$ cat src/core/burst_regs.vh
`ifndef BURST_REGS_VH
`define BURST_REGS_VH

// Operating modes.
`define BM_MODE_OFF 3'h0
`define BM_MODE_INT 3'h1
`define BM_MODE_EXT 3'h2
`define BM_MODE_BUS 3'h3
`define BM_MODE_GATE 3'h4

// Trigger origin codes.
`define BM_TRIG_IMM 2'h0
`define BM_TRIG_EXT 2'h1
`define BM_TRIG_BUS 2'h2

// Burst states.
`define BM_ST_IDLE 1'h0
`define BM_ST_RUN 1'h1

// Cycle total: 1 to 50000, default 1.
`define BM_CYC_MIN 16'h0001
`define BM_CYC_MAX 16'hc350
`define BM_CYC_RST 16'h0001

// Burst rate in mHz: 10 mHz to 50 kHz, default 100 Hz.
`define BM_RATE_MIN 26'h000000a
`define BM_RATE_MAX 26'h2faf080
`define BM_RATE_RST 26'h00186a0

// Start angle in millidegrees: -360000 to +360000, default 0.
`define BM_ANG_MAX 20'h57e40
`define BM_ANG_MIN 20'ha81c0
`define BM_ANG_RST 20'h00000

// Carrier in mHz: 10 mHz to 5 MHz (100 kHz triangle/ramp), default 1 kHz.
`define BM_FREQ_MIN 34'h00000000a
`define BM_FREQ_MAX 34'h12a05f200
`define BM_FREQ_MAX_TR 34'h005f5e100
`define BM_FREQ_RST 34'h0000f4240
`define BM_FREQ_PER_CYC 34'h03b9aca00
`define BM_CYC_FULL_SPEED 16'h0005

// Longest burst duration at low carrier frequencies, in seconds.
`define BM_MAX_BURST_S 500
// One cycle per 500 s is 2 mHz; sized so the product keeps its full width.
`define BM_MHZ_PER_CYC 34'h000000002

// Clock rate and the rate accumulator wrap (clock in mHz).
`define BM_CLK_HZ 100000000
`define BM_RATE_WRAP 37'h174876e800

// Settings conflict error code (-221, 10-bit two's complement).
`define BM_ERR_NONE 10'h000
`define BM_ERR_CONFLICT 10'h323

`endif

$ cat src/core/level_sync.v
`timescale 1ns/1ns

module level_sync (
	input wire i_clk,
	input wire i_reset,
	input wire i_async,
	output reg o_sync
);

reg meta_reg;

always @(posedge i_clk) begin
	if (i_reset) begin
		meta_reg <= 1'b0;
		o_sync <= 1'b0;
	end else begin
		meta_reg <= i_async;
		o_sync <= meta_reg;
	end
end

endmodule // level_sync

$ cat src/core/carrier_freq_limiter.v
`timescale 1ns/1ns
`include "burst_regs.vh"

module carrier_freq_limiter (
	input wire [33:0] i_req,
	input wire [15:0] i_count,
	input wire i_tri_ramp,
	input wire i_burst_on,
	output reg [33:0] o_freq,
	output reg o_conflict
);

reg [33:0] hi;
reg [33:0] lo;
reg [33:0] low_bound;

always @* begin
	hi = `BM_FREQ_MAX;
	lo = `BM_FREQ_MIN;
	low_bound = {18'h00000, i_count} * `BM_MHZ_PER_CYC;
	if (i_tri_ramp) begin
		hi = `BM_FREQ_MAX_TR;
	end else if (i_count < `BM_CYC_FULL_SPEED) begin
		hi = {31'h00000000, i_count[2:0]} * `BM_FREQ_PER_CYC;
	end
	if (low_bound > lo) begin
		lo = low_bound;
	end
	o_freq = i_req;
	o_conflict = 1'b0;
	if (i_burst_on && i_req > hi) begin
		o_freq = hi;
		o_conflict = 1'b1;
	end else if (i_burst_on && i_req < lo) begin
		o_freq = lo;
		o_conflict = 1'b1;
	end
end

endmodule // carrier_freq_limiter

$ cat src/core/burst_modulation_control.v
`timescale 1ns/1ns
`include "burst_regs.vh"

// Notes on behaviour
// - Each trigger emits exactly the cycle total.
// - One mode, from trigger and burst origin.
// - Reset starts internally triggered mode.
// - Triggers: rate generator, single key, pin.
// - Gated: carrier while pin high, else off.
// - Gated mode ignores count, rate, angle, trigger; the carrier clamp still uses the count.
// - Internal origin disables gating; default internal.
// - Rate used only with internal trigger.
// - Cycle total 1 to 50000, default 1.
// - Minimum cycle total rises per MHz band.
// - Too high carrier clamps down, remote error.
// - Count over frequency at most 500 s.
// - Start angle +-360 degrees, millidegree steps.
// - Zero angle is the rising zero crossing.
// - Rate 10 mHz to 50 kHz, default 100 Hz.
// - Too fast rate retriggers back to back.
// - Carrier 10 mHz to 5 MHz in burst.
// - External trigger starts on rising edge.
// - Output idles at offset between bursts.
// - Bus trigger command emits one burst.
module burst_modulation_control (
	input wire i_clk,
	input wire i_reset,
	input wire i_ext_trig,
	input wire i_single_key,
	input wire i_bus_trigger,
	input wire i_carrier_cycle_end,
	input wire i_burst_enable_switch,
	input wire i_set_source,
	input wire [1:0] i_trigger_origin_select,
	input wire i_burst_origin_select,
	input wire i_set_count,
	input wire [15:0] i_burst_cycle_total,
	input wire i_set_rate,
	input wire [25:0] i_internal_burst_interval_rate,
	input wire i_set_angle,
	input wire [19:0] i_burst_start_angle,
	input wire i_set_freq,
	input wire [33:0] i_carrier_freq_req,
	input wire i_freq_remote,
	input wire i_shape_tri_ramp,
	output reg o_carrier_gate,
	output reg o_phase_load,
	output reg o_burst_active,
	output reg o_trig_wait,
	output reg [2:0] o_mode,
	output reg [1:0] o_trigger_origin_select,
	output reg o_burst_origin_select,
	output reg [15:0] o_burst_cycle_total,
	output reg [25:0] o_internal_burst_interval_rate,
	output reg [19:0] o_burst_start_angle,
	output reg [33:0] o_carrier_freq,
	output reg o_conflict_error,
	output reg [9:0] o_error_code
);

////////////////////////////////////////////////////////////////////////////////

wire ext_level;
wire [33:0] lim_freq;
wire lim_conflict;

reg ext_prev_reg;
reg state_reg;
reg [15:0] cyc_cnt_reg;
reg int_pend_reg;
reg [36:0] acc_reg;

reg [2:0] mode_next;
reg [15:0] count_next;
reg [25:0] rate_next;
reg [19:0] angle_next;

wire [36:0] acc_sum;
wire rate_fire;
wire ext_rise;
wire last_cycle;
wire mode_change;
reg trig_now;

// The trigger pin is asynchronous to the sample clock.
level_sync u_ext_sync (
	.i_clk(i_clk),
	.i_reset(i_reset),
	.i_async(i_ext_trig),
	.o_sync(ext_level)
);

// Clamping uses the stored cycle total, so the count must be set first.
carrier_freq_limiter u_limiter (
	.i_req(i_carrier_freq_req),
	.i_count(o_burst_cycle_total),
	.i_tri_ramp(i_shape_tri_ramp),
	.i_burst_on(i_burst_enable_switch),
	.o_freq(lim_freq),
	.o_conflict(lim_conflict)
);

////////////////////////////////////////////////////////////////////////////////

always @* begin
	count_next = i_burst_cycle_total;
	if (i_burst_cycle_total < `BM_CYC_MIN) begin
		count_next = `BM_CYC_MIN;
	end else if (i_burst_cycle_total > `BM_CYC_MAX) begin
		count_next = `BM_CYC_MAX;
	end
	rate_next = i_internal_burst_interval_rate;
	if (i_internal_burst_interval_rate < `BM_RATE_MIN) begin
		rate_next = `BM_RATE_MIN;
	end else if (i_internal_burst_interval_rate > `BM_RATE_MAX) begin
		rate_next = `BM_RATE_MAX;
	end
	angle_next = i_burst_start_angle;
	if ($signed(i_burst_start_angle) > $signed(`BM_ANG_MAX)) begin
		angle_next = `BM_ANG_MAX;
	end else if ($signed(i_burst_start_angle) < $signed(`BM_ANG_MIN)) begin
		angle_next = `BM_ANG_MIN;
	end
end

// Settings registers, with their readback on the outputs.
always @(posedge i_clk) begin
	if (i_reset) begin
		o_trigger_origin_select <= `BM_TRIG_IMM;
		o_burst_origin_select <= 1'b0;
		o_burst_cycle_total <= `BM_CYC_RST;
		o_internal_burst_interval_rate <= `BM_RATE_RST;
		o_burst_start_angle <= `BM_ANG_RST;
		o_carrier_freq <= `BM_FREQ_RST;
		o_conflict_error <= 1'b0;
		o_error_code <= `BM_ERR_NONE;
	end else begin
		if (i_set_source) begin
			o_trigger_origin_select <= i_trigger_origin_select;
			o_burst_origin_select <= i_burst_origin_select;
		end
		if (i_set_count) begin
			o_burst_cycle_total <= count_next;
		end
		if (i_set_rate) begin
			o_internal_burst_interval_rate <= rate_next;
		end
		if (i_set_angle) begin
			o_burst_start_angle <= angle_next;
		end
		if (i_set_freq) begin
			o_carrier_freq <= lim_freq;
		end
		o_conflict_error <= i_set_freq & lim_conflict & i_freq_remote;
		if (i_set_freq && lim_conflict && i_freq_remote) begin
			o_error_code <= `BM_ERR_CONFLICT;
		end
	end
end

////////////////////////////////////////////////////////////////////////////////

always @* begin
	mode_next = `BM_MODE_OFF;
	if (i_burst_enable_switch) begin
		if (o_burst_origin_select) begin
			mode_next = `BM_MODE_GATE;
		end else begin
			case (o_trigger_origin_select)
				`BM_TRIG_IMM: begin
					mode_next = `BM_MODE_INT;
				end
				`BM_TRIG_EXT: begin
					mode_next = `BM_MODE_EXT;
				end
				`BM_TRIG_BUS: begin
					mode_next = `BM_MODE_BUS;
				end
				default: begin
					mode_next = `BM_MODE_INT;
				end
			endcase
		end
	end
end

assign mode_change = (mode_next != o_mode);

always @(posedge i_clk) begin
	if (i_reset) begin
		o_mode <= `BM_MODE_OFF;
	end else begin
		o_mode <= mode_next;
	end
end

////////////////////////////////////////////////////////////////////////////////

// The accumulator adds the rate in mHz each clock and wraps at the clock
// rate in mHz, so the average spacing is exact without any divider.
assign acc_sum = acc_reg + {11'h000, o_internal_burst_interval_rate};

assign rate_fire = (o_mode == `BM_MODE_INT) && (acc_sum >= `BM_RATE_WRAP);

always @(posedge i_clk) begin
	if (i_reset || o_mode != `BM_MODE_INT) begin
		acc_reg <= 37'h0000000000;
	end else if (rate_fire) begin
		acc_reg <= acc_sum - `BM_RATE_WRAP;
	end else begin
		acc_reg <= acc_sum;
	end
end

assign ext_rise = ext_level & ~ext_prev_reg;

always @(posedge i_clk) begin
	if (i_reset) begin
		ext_prev_reg <= 1'b0;
	end else begin
		ext_prev_reg <= ext_level;
	end
end

always @* begin
	case (o_mode)
		`BM_MODE_INT: begin
			trig_now = rate_fire | int_pend_reg | i_single_key;
		end
		`BM_MODE_EXT: begin
			trig_now = ext_rise | i_single_key;
		end
		`BM_MODE_BUS: begin
			trig_now = i_bus_trigger | i_single_key;
		end
		default: begin
			trig_now = 1'b0;
		end
	endcase
end

assign last_cycle = i_carrier_cycle_end && (cyc_cnt_reg + 16'h0001 >= o_burst_cycle_total);

// A rate tick that lands inside a burst is held, so a rate faster than the
// burst length turns into continuous retriggering instead of lost bursts.
always @(posedge i_clk) begin
	if (i_reset || o_mode != `BM_MODE_INT) begin
		int_pend_reg <= 1'b0;
	end else if (state_reg == `BM_ST_IDLE || last_cycle) begin
		int_pend_reg <= 1'b0;
	end else if (rate_fire) begin
		// keep tick for back to back
		int_pend_reg <= 1'b1;
	end
end

////////////////////////////////////////////////////////////////////////////////

// The synthesizer restarts from the start angle on o_phase_load; it owns the
// angle reference, with zero at the rising crossing or the first stored point.
always @(posedge i_clk) begin
	if (i_reset) begin
		state_reg <= `BM_ST_IDLE;
		cyc_cnt_reg <= 16'h0000;
		o_carrier_gate <= 1'b1;
		o_phase_load <= 1'b0;
		o_burst_active <= 1'b0;
		o_trig_wait <= 1'b0;
	end else begin
		o_phase_load <= 1'b0;
		o_trig_wait <= (o_mode == `BM_MODE_EXT) && (state_reg == `BM_ST_IDLE);
		if (mode_change) begin
			// A mode switch abandons any burst in flight.
			state_reg <= `BM_ST_IDLE;
			cyc_cnt_reg <= 16'h0000;
			o_burst_active <= 1'b0;
			o_carrier_gate <= (mode_next == `BM_MODE_OFF);
		end else if (o_mode == `BM_MODE_OFF) begin
			o_carrier_gate <= 1'b1;
		end else if (o_mode == `BM_MODE_GATE) begin
			o_carrier_gate <= ext_level;
		end else begin
			case (state_reg)
				`BM_ST_IDLE: begin
					if (trig_now) begin
						state_reg <= `BM_ST_RUN;
						cyc_cnt_reg <= 16'h0000;
						o_phase_load <= 1'b1;
						o_carrier_gate <= 1'b1;
						o_burst_active <= 1'b1;
					end else begin
						o_carrier_gate <= 1'b0;
					end
				end
				`BM_ST_RUN: begin
					if (last_cycle) begin
						if (int_pend_reg || rate_fire) begin
							cyc_cnt_reg <= 16'h0000;
							o_phase_load <= 1'b1;
						end else begin
							state_reg <= `BM_ST_IDLE;
							o_carrier_gate <= 1'b0;
							o_burst_active <= 1'b0;
						end
					end else if (i_carrier_cycle_end) begin
						cyc_cnt_reg <= cyc_cnt_reg + 16'h0001;
					end
				end
				default: begin
					state_reg <= `BM_ST_IDLE;
					o_carrier_gate <= 1'b0;
					o_burst_active <= 1'b0;
				end
			endcase
		end
	end
end

endmodule // burst_modulation_control

$ cat config.mk
export PLATFORM = sky130hd
export DESIGN_NAME = burst_modulation_control
export DESIGN_NICKNAME = d
export VERILOG_FILES = /design/src/core/level_sync.v /design/src/core/carrier_freq_limiter.v /design/src/core/burst_modulation_control.v
export VERILOG_INCLUDE_DIRS = /design/src /design/src/core
export SDC_FILE = /design/constraint.sdc
export NUM_CORES = 1
export LEC_CHECK = 0
export ABC_AREA = 1
export BUFFER_PORTS_ARGS = -buffer_cell sky130_fd_sc_hd__buf_2
export CAP_MARGIN = 20
export CORE_MARGIN = 2
export CORE_UTILIZATION = 32
export DETAILED_ROUTE_END_ITERATION = 10
export PLACE_DENSITY = 0.59
export SYNTH_ARGS = -nofsm -noshare
export SYNTH_HDL_FRONTEND = slang
export SYNTH_HIERARCHICAL = 1
export SYNTH_SLANG_ARGS = --single-unit
$ cat constraint.sdc
create_clock -name i_clk -period 3.8 [get_ports i_clk]
set_input_delay 0.76 -clock i_clk [delete_from_list [all_inputs] [get_ports i_clk]]
set_output_delay 0.76 -clock i_clk [all_outputs]
set_load 0.01 [all_outputs]
==> impl_summary.txt <==
----------------------------------------------------
[Synthesis]
  Most used DFF post-synth ... sky130_fd_sc_hd__dfxtp_1
  Synth warn ... 6
  Most instantiated cells after synthesis ... sky130_fd_sc_hd__nand2_1, sky130_fd_sc_hd__inv_1, sky130_fd_sc_hd__nor2_1
  Number of synthesized flops with an enable pin ... 0
  Cells after Synth ... between 2000 and 2500
  Cell Area, Synth ... roughly 13000 um2
  Biggest area contributors in the synthesized netlist ... sky130_fd_sc_hd__dfxtp_1, sky130_fd_sc_hd__nand2_1, sky130_fd_sc_hd__ha_1, sky130_fd_sc_hd__inv_1, sky130_fd_sc_hd__nor2_1
  Top-area cell type share of the netlist area ... about 25%
  Share of async-settable or async-resettable flops after synthesis ... 0%
  Library cell with the highest instance count after synthesis ... sky130_fd_sc_hd__nand2_1
  Cell taking the most area after synthesis ... sky130_fd_sc_hd__dfxtp_1
  Flops & latches, synth ... 166
  Netlist cell types ... 57
  Proportion of synthesized chip area in sequential cells ... between 20% and 30%
  Average instance area after synthesis ... 5.969 um2

[CTS]
  Clock-pin slew on the worst setup and hold paths ... 0.07 ns
  Number of levels in the clock H-tree ... 4
  Max clock buf depth ... 2
  CTS tree ... done
  Clock root cell ... sky130_fd_sc_hd__clkbuf_16
  Number of hold buffers added after CTS ... 0
  Sink count of the clock tree ... roughly 170
  Latest clock arrival within the worst-skew pair ... 0.46 ns
  Number of CTS-inserted buffers ... 17

[Floorplan]
  Top-Level Pins ... 230
  Standard-cell row count ... 75
  Core footprint ... 41670 um2
  DIE AREA ... ~44000 um2
  Effective utilization at floorplan ... 32.26%
  Die height ... between 200 and 250 um
  Horizontal die dimension ... ~210 um

[Drt]
  Overall via count from detail_route ... 15250
  Total Wirelength ... 49.78 mm
  Post-route ant nets ... 0
  Vias/cell ... 4.945
  Iteration-0 DRC count of the detailed router ... 1100
  Routed wire per std cell ... about 16 um
  Pre-Repair DR Iteration Count ... 6
  Detailed-route DRC error count ... 0

[STA]
  Final-report setup violation count ... 7
  Worst Slack Setup Final ... -0.04520 ns
  Worst clock skew ... 0.01621 ns
  Number of hold violations in the final report ... 0
  Time the worst path needs with I/O delays and setup ... 3.845 ns
  RSZ-0062 raised after global routing ... true
  Pin slew with the least headroom to its limit ... around 0.72 ns
  Maximum achievable frequency ... 260.1 MHz
  Crit share post-route ... 101.2%
  Final number of max-transition violations ... 0
  Max_slew headroom ... 51.63%

[GRT]
  Global-route congestion overflow total ... 0
  Aggregate global-route resource usage ... 21.93%
  Global-route wire length before repair ... 76.03 mm
  Vias in the first global route ... 14288
  Number of antenna violations at the first check in global routing ... 1
  Largest net degree at the start of global routing ... 40

[Final layout]
  Area growth, synth to finish ... 27.89%
  FF+latch area ... 3339 um2
  Final cell count without fillers ... 3084
  Layout filler cell count ... 4473
  Net total in the final layout ... roughly 2700
  Max FFs per register ... 37
  Antenna fix cells ... 0
  Area occupied by multi-input gates ... 9229 um2
  Share of final-layout standard cells stronger than drive strength 1 ... between 20 and 25%
  Final non-filler cell area ... 17190 um2

[Status]
  Outcome ... finished, violations left
  Violations in the final reports ... setup timing

[Placed design]
  Cell total after placement ... slightly above 3000
  Global placement routability congestion ... 0.9350
  Half-perimeter wire length after placement ... 39.40 mm
  Placed instance area ... 15590 um2
  Number of input and output port buffers inserted ... ~220

[Pwr]
  Static Leak ... 8.644 nW
  Maximum resistive drop on vdd ... about 280 uV
  Power density over the cells ... 306.4 nW/um2
  Total design power ... 5.268 mW

[Worst setup path]
  Worst-path fanout max ... 9
  Category of the worst setup path capture point ... flop
  CP Class ... flop to flop
  Arrival time at the worst endpoint ... 4.25 ns
  Required time at the endpoint of the critical path ... roughly 4.2 ns
  Type of element launching the critical path ... flop

[Flow run]
  Max capacitance violation total ... 0

[Min path]
  Class of the most critical hold timing path ... flop to flop

----------------------------------------------------
[layer usage]
layer  GRT usage [%]  part of all wire [%]  wire (um)  up-vias
li1                -                     -          -     7719
met1           28.11                    44      22000     6992
met2           36.86                    47      23340      461
met3           4.103                   5.9       2955       76
met4           7.611                   3.0       1475        2
met5               0                 0.014          7        -
[worst max-delay path, cell delays in order (launching register included)]
cell	delay [ns]
sky130_fd_sc_hd__dfxtp_4	0.36
sky130_fd_sc_hd__fa_1	0.53
sky130_fd_sc_hd__ha_4	0.33
sky130_fd_sc_hd__nand2_1	0.11
sky130_fd_sc_hd__nor3_2	0.16
sky130_fd_sc_hd__nor3b_2	0.24
sky130_fd_sc_hd__nand2_1	0.09
sky130_fd_sc_hd__nand3_1	0.08
sky130_fd_sc_hd__nand2_1	0.06
sky130_fd_sc_hd__nor2_2	0.15
sky130_fd_sc_hd__inv_1	0.06
sky130_fd_sc_hd__ha_1	0.27
sky130_fd_sc_hd__nand2_1	0.06
sky130_fd_sc_hd__nor2_1	0.11
sky130_fd_sc_hd__nand2_2	0.08
sky130_fd_sc_hd__inv_2	0.06
sky130_fd_sc_hd__nand2_1	0.04
sky130_fd_sc_hd__nor2_1	0.08
sky130_fd_sc_hd__nand2_1	0.06
sky130_fd_sc_hd__nand2_2	0.08
sky130_fd_sc_hd__inv_2	0.05
sky130_fd_sc_hd__o21ai_4	0.08
sky130_fd_sc_hd__buf_12	0.17
sky130_fd_sc_hd__buf_12	0.13
sky130_fd_sc_hd__nand3_2	0.08
sky130_fd_sc_hd__nand2_1	0.07
sky130_fd_sc_hd__nand2_1	0.08
sky130_fd_sc_hd__nand3_1	0.09
[layout make-up]
cell class	count	area share, %
Multi-Input combinational cell	1700	53.69
Clock buffer	19	2.577
Tap cell	539	3.923
Timing Repair Buffer	327	12.05
Clock inverter	11	1.288
Inverter	322	7.046
Sequential cell	166	19.43
[final timing paths]
check	slack (ns)	endpoint	cells after the start	from
worst max register to register	-0.05	o_carrier_freq[16]$_SDFFE_PP1P_	27	o_burst_cycle_total[2]$_SDFFE_PP0P_
worst min register to register	0.46	u_ext_sync/o_sync$_SDFF_PP0_	2	u_ext_sync/meta_reg$_SDFF_PP0_
worst min-delay path	0.46	u_ext_sync/o_sync$_SDFF_PP0_	2	u_ext_sync/meta_reg$_SDFF_PP0_
worst max-delay path	-0.05	o_carrier_freq[16]$_SDFFE_PP1P_	27	o_burst_cycle_total[2]$_SDFFE_PP0P_
[layout by cell type (no fill, tap or decap), drive strengths merged, types with 4 or more instances in the layout]
cell type and count:
inv 319, conb 5, clkinv 6, a21oi 157, dfxtp 166, xor2 24, o21ai 128, bufinv 6
nor3b 4, nand2 688, nand3b 4, ha 99, o211ai 7, nor4 11, clkbuf 24, nor3 32
xnor2 8, nand4 31, nand3 159, buf 322, nor2 306, or2 5
[through the flow]
stage | hold WS [ns] | worst slack, ns | utilization (%) | TNS (ns)
final | 0.4574 | -0.04520 | 41.26 | -0.1459
after global routing | 0.4797 | -0.2471 | 41.26 | -8.818
after CTS | 0.4634 | 0.01044 | 39.10 | 0
after detailed placement | 0.4498 | -0.1118 | 37.43 | -1.604
after global placement | 0.4433 | -0.1300 | 37.43 | -3.177
after floorplan | 0.3883 | 0.06269 | - | 0
[cell families (layout without fill, tap and decap cells)]
family	count (synthesis)	in the layout	share of synthesized area, %
other cells	1	5	0.02790
xor+xnor	32	32	2.085
flops	166	166	24.72
simple gates	1244	1244	38.87
compound gates	317	317	12.83
buf+inv	390	679	11.80
fa+ha+maj	102	102	9.662
[timing repair]
item / in CTS / in global routing
hold endpoints to repair: 0 / 0
setup endpoints to repair: 54 / 81
pin swaps: 0 / 123
cloned: 0 / 7
resized for setup: 10 / 177
setup buffers: 0 / 7
[power breakdown]
part / internal, mW / switching [mW] / total, mW
registers: 1.83 / 0.0682 / 1.89
logic: 0.511 / 0.827 / 1.34
clock network: 1.25 / 0.788 / 2.04
(Power assumes the default switching activity.)
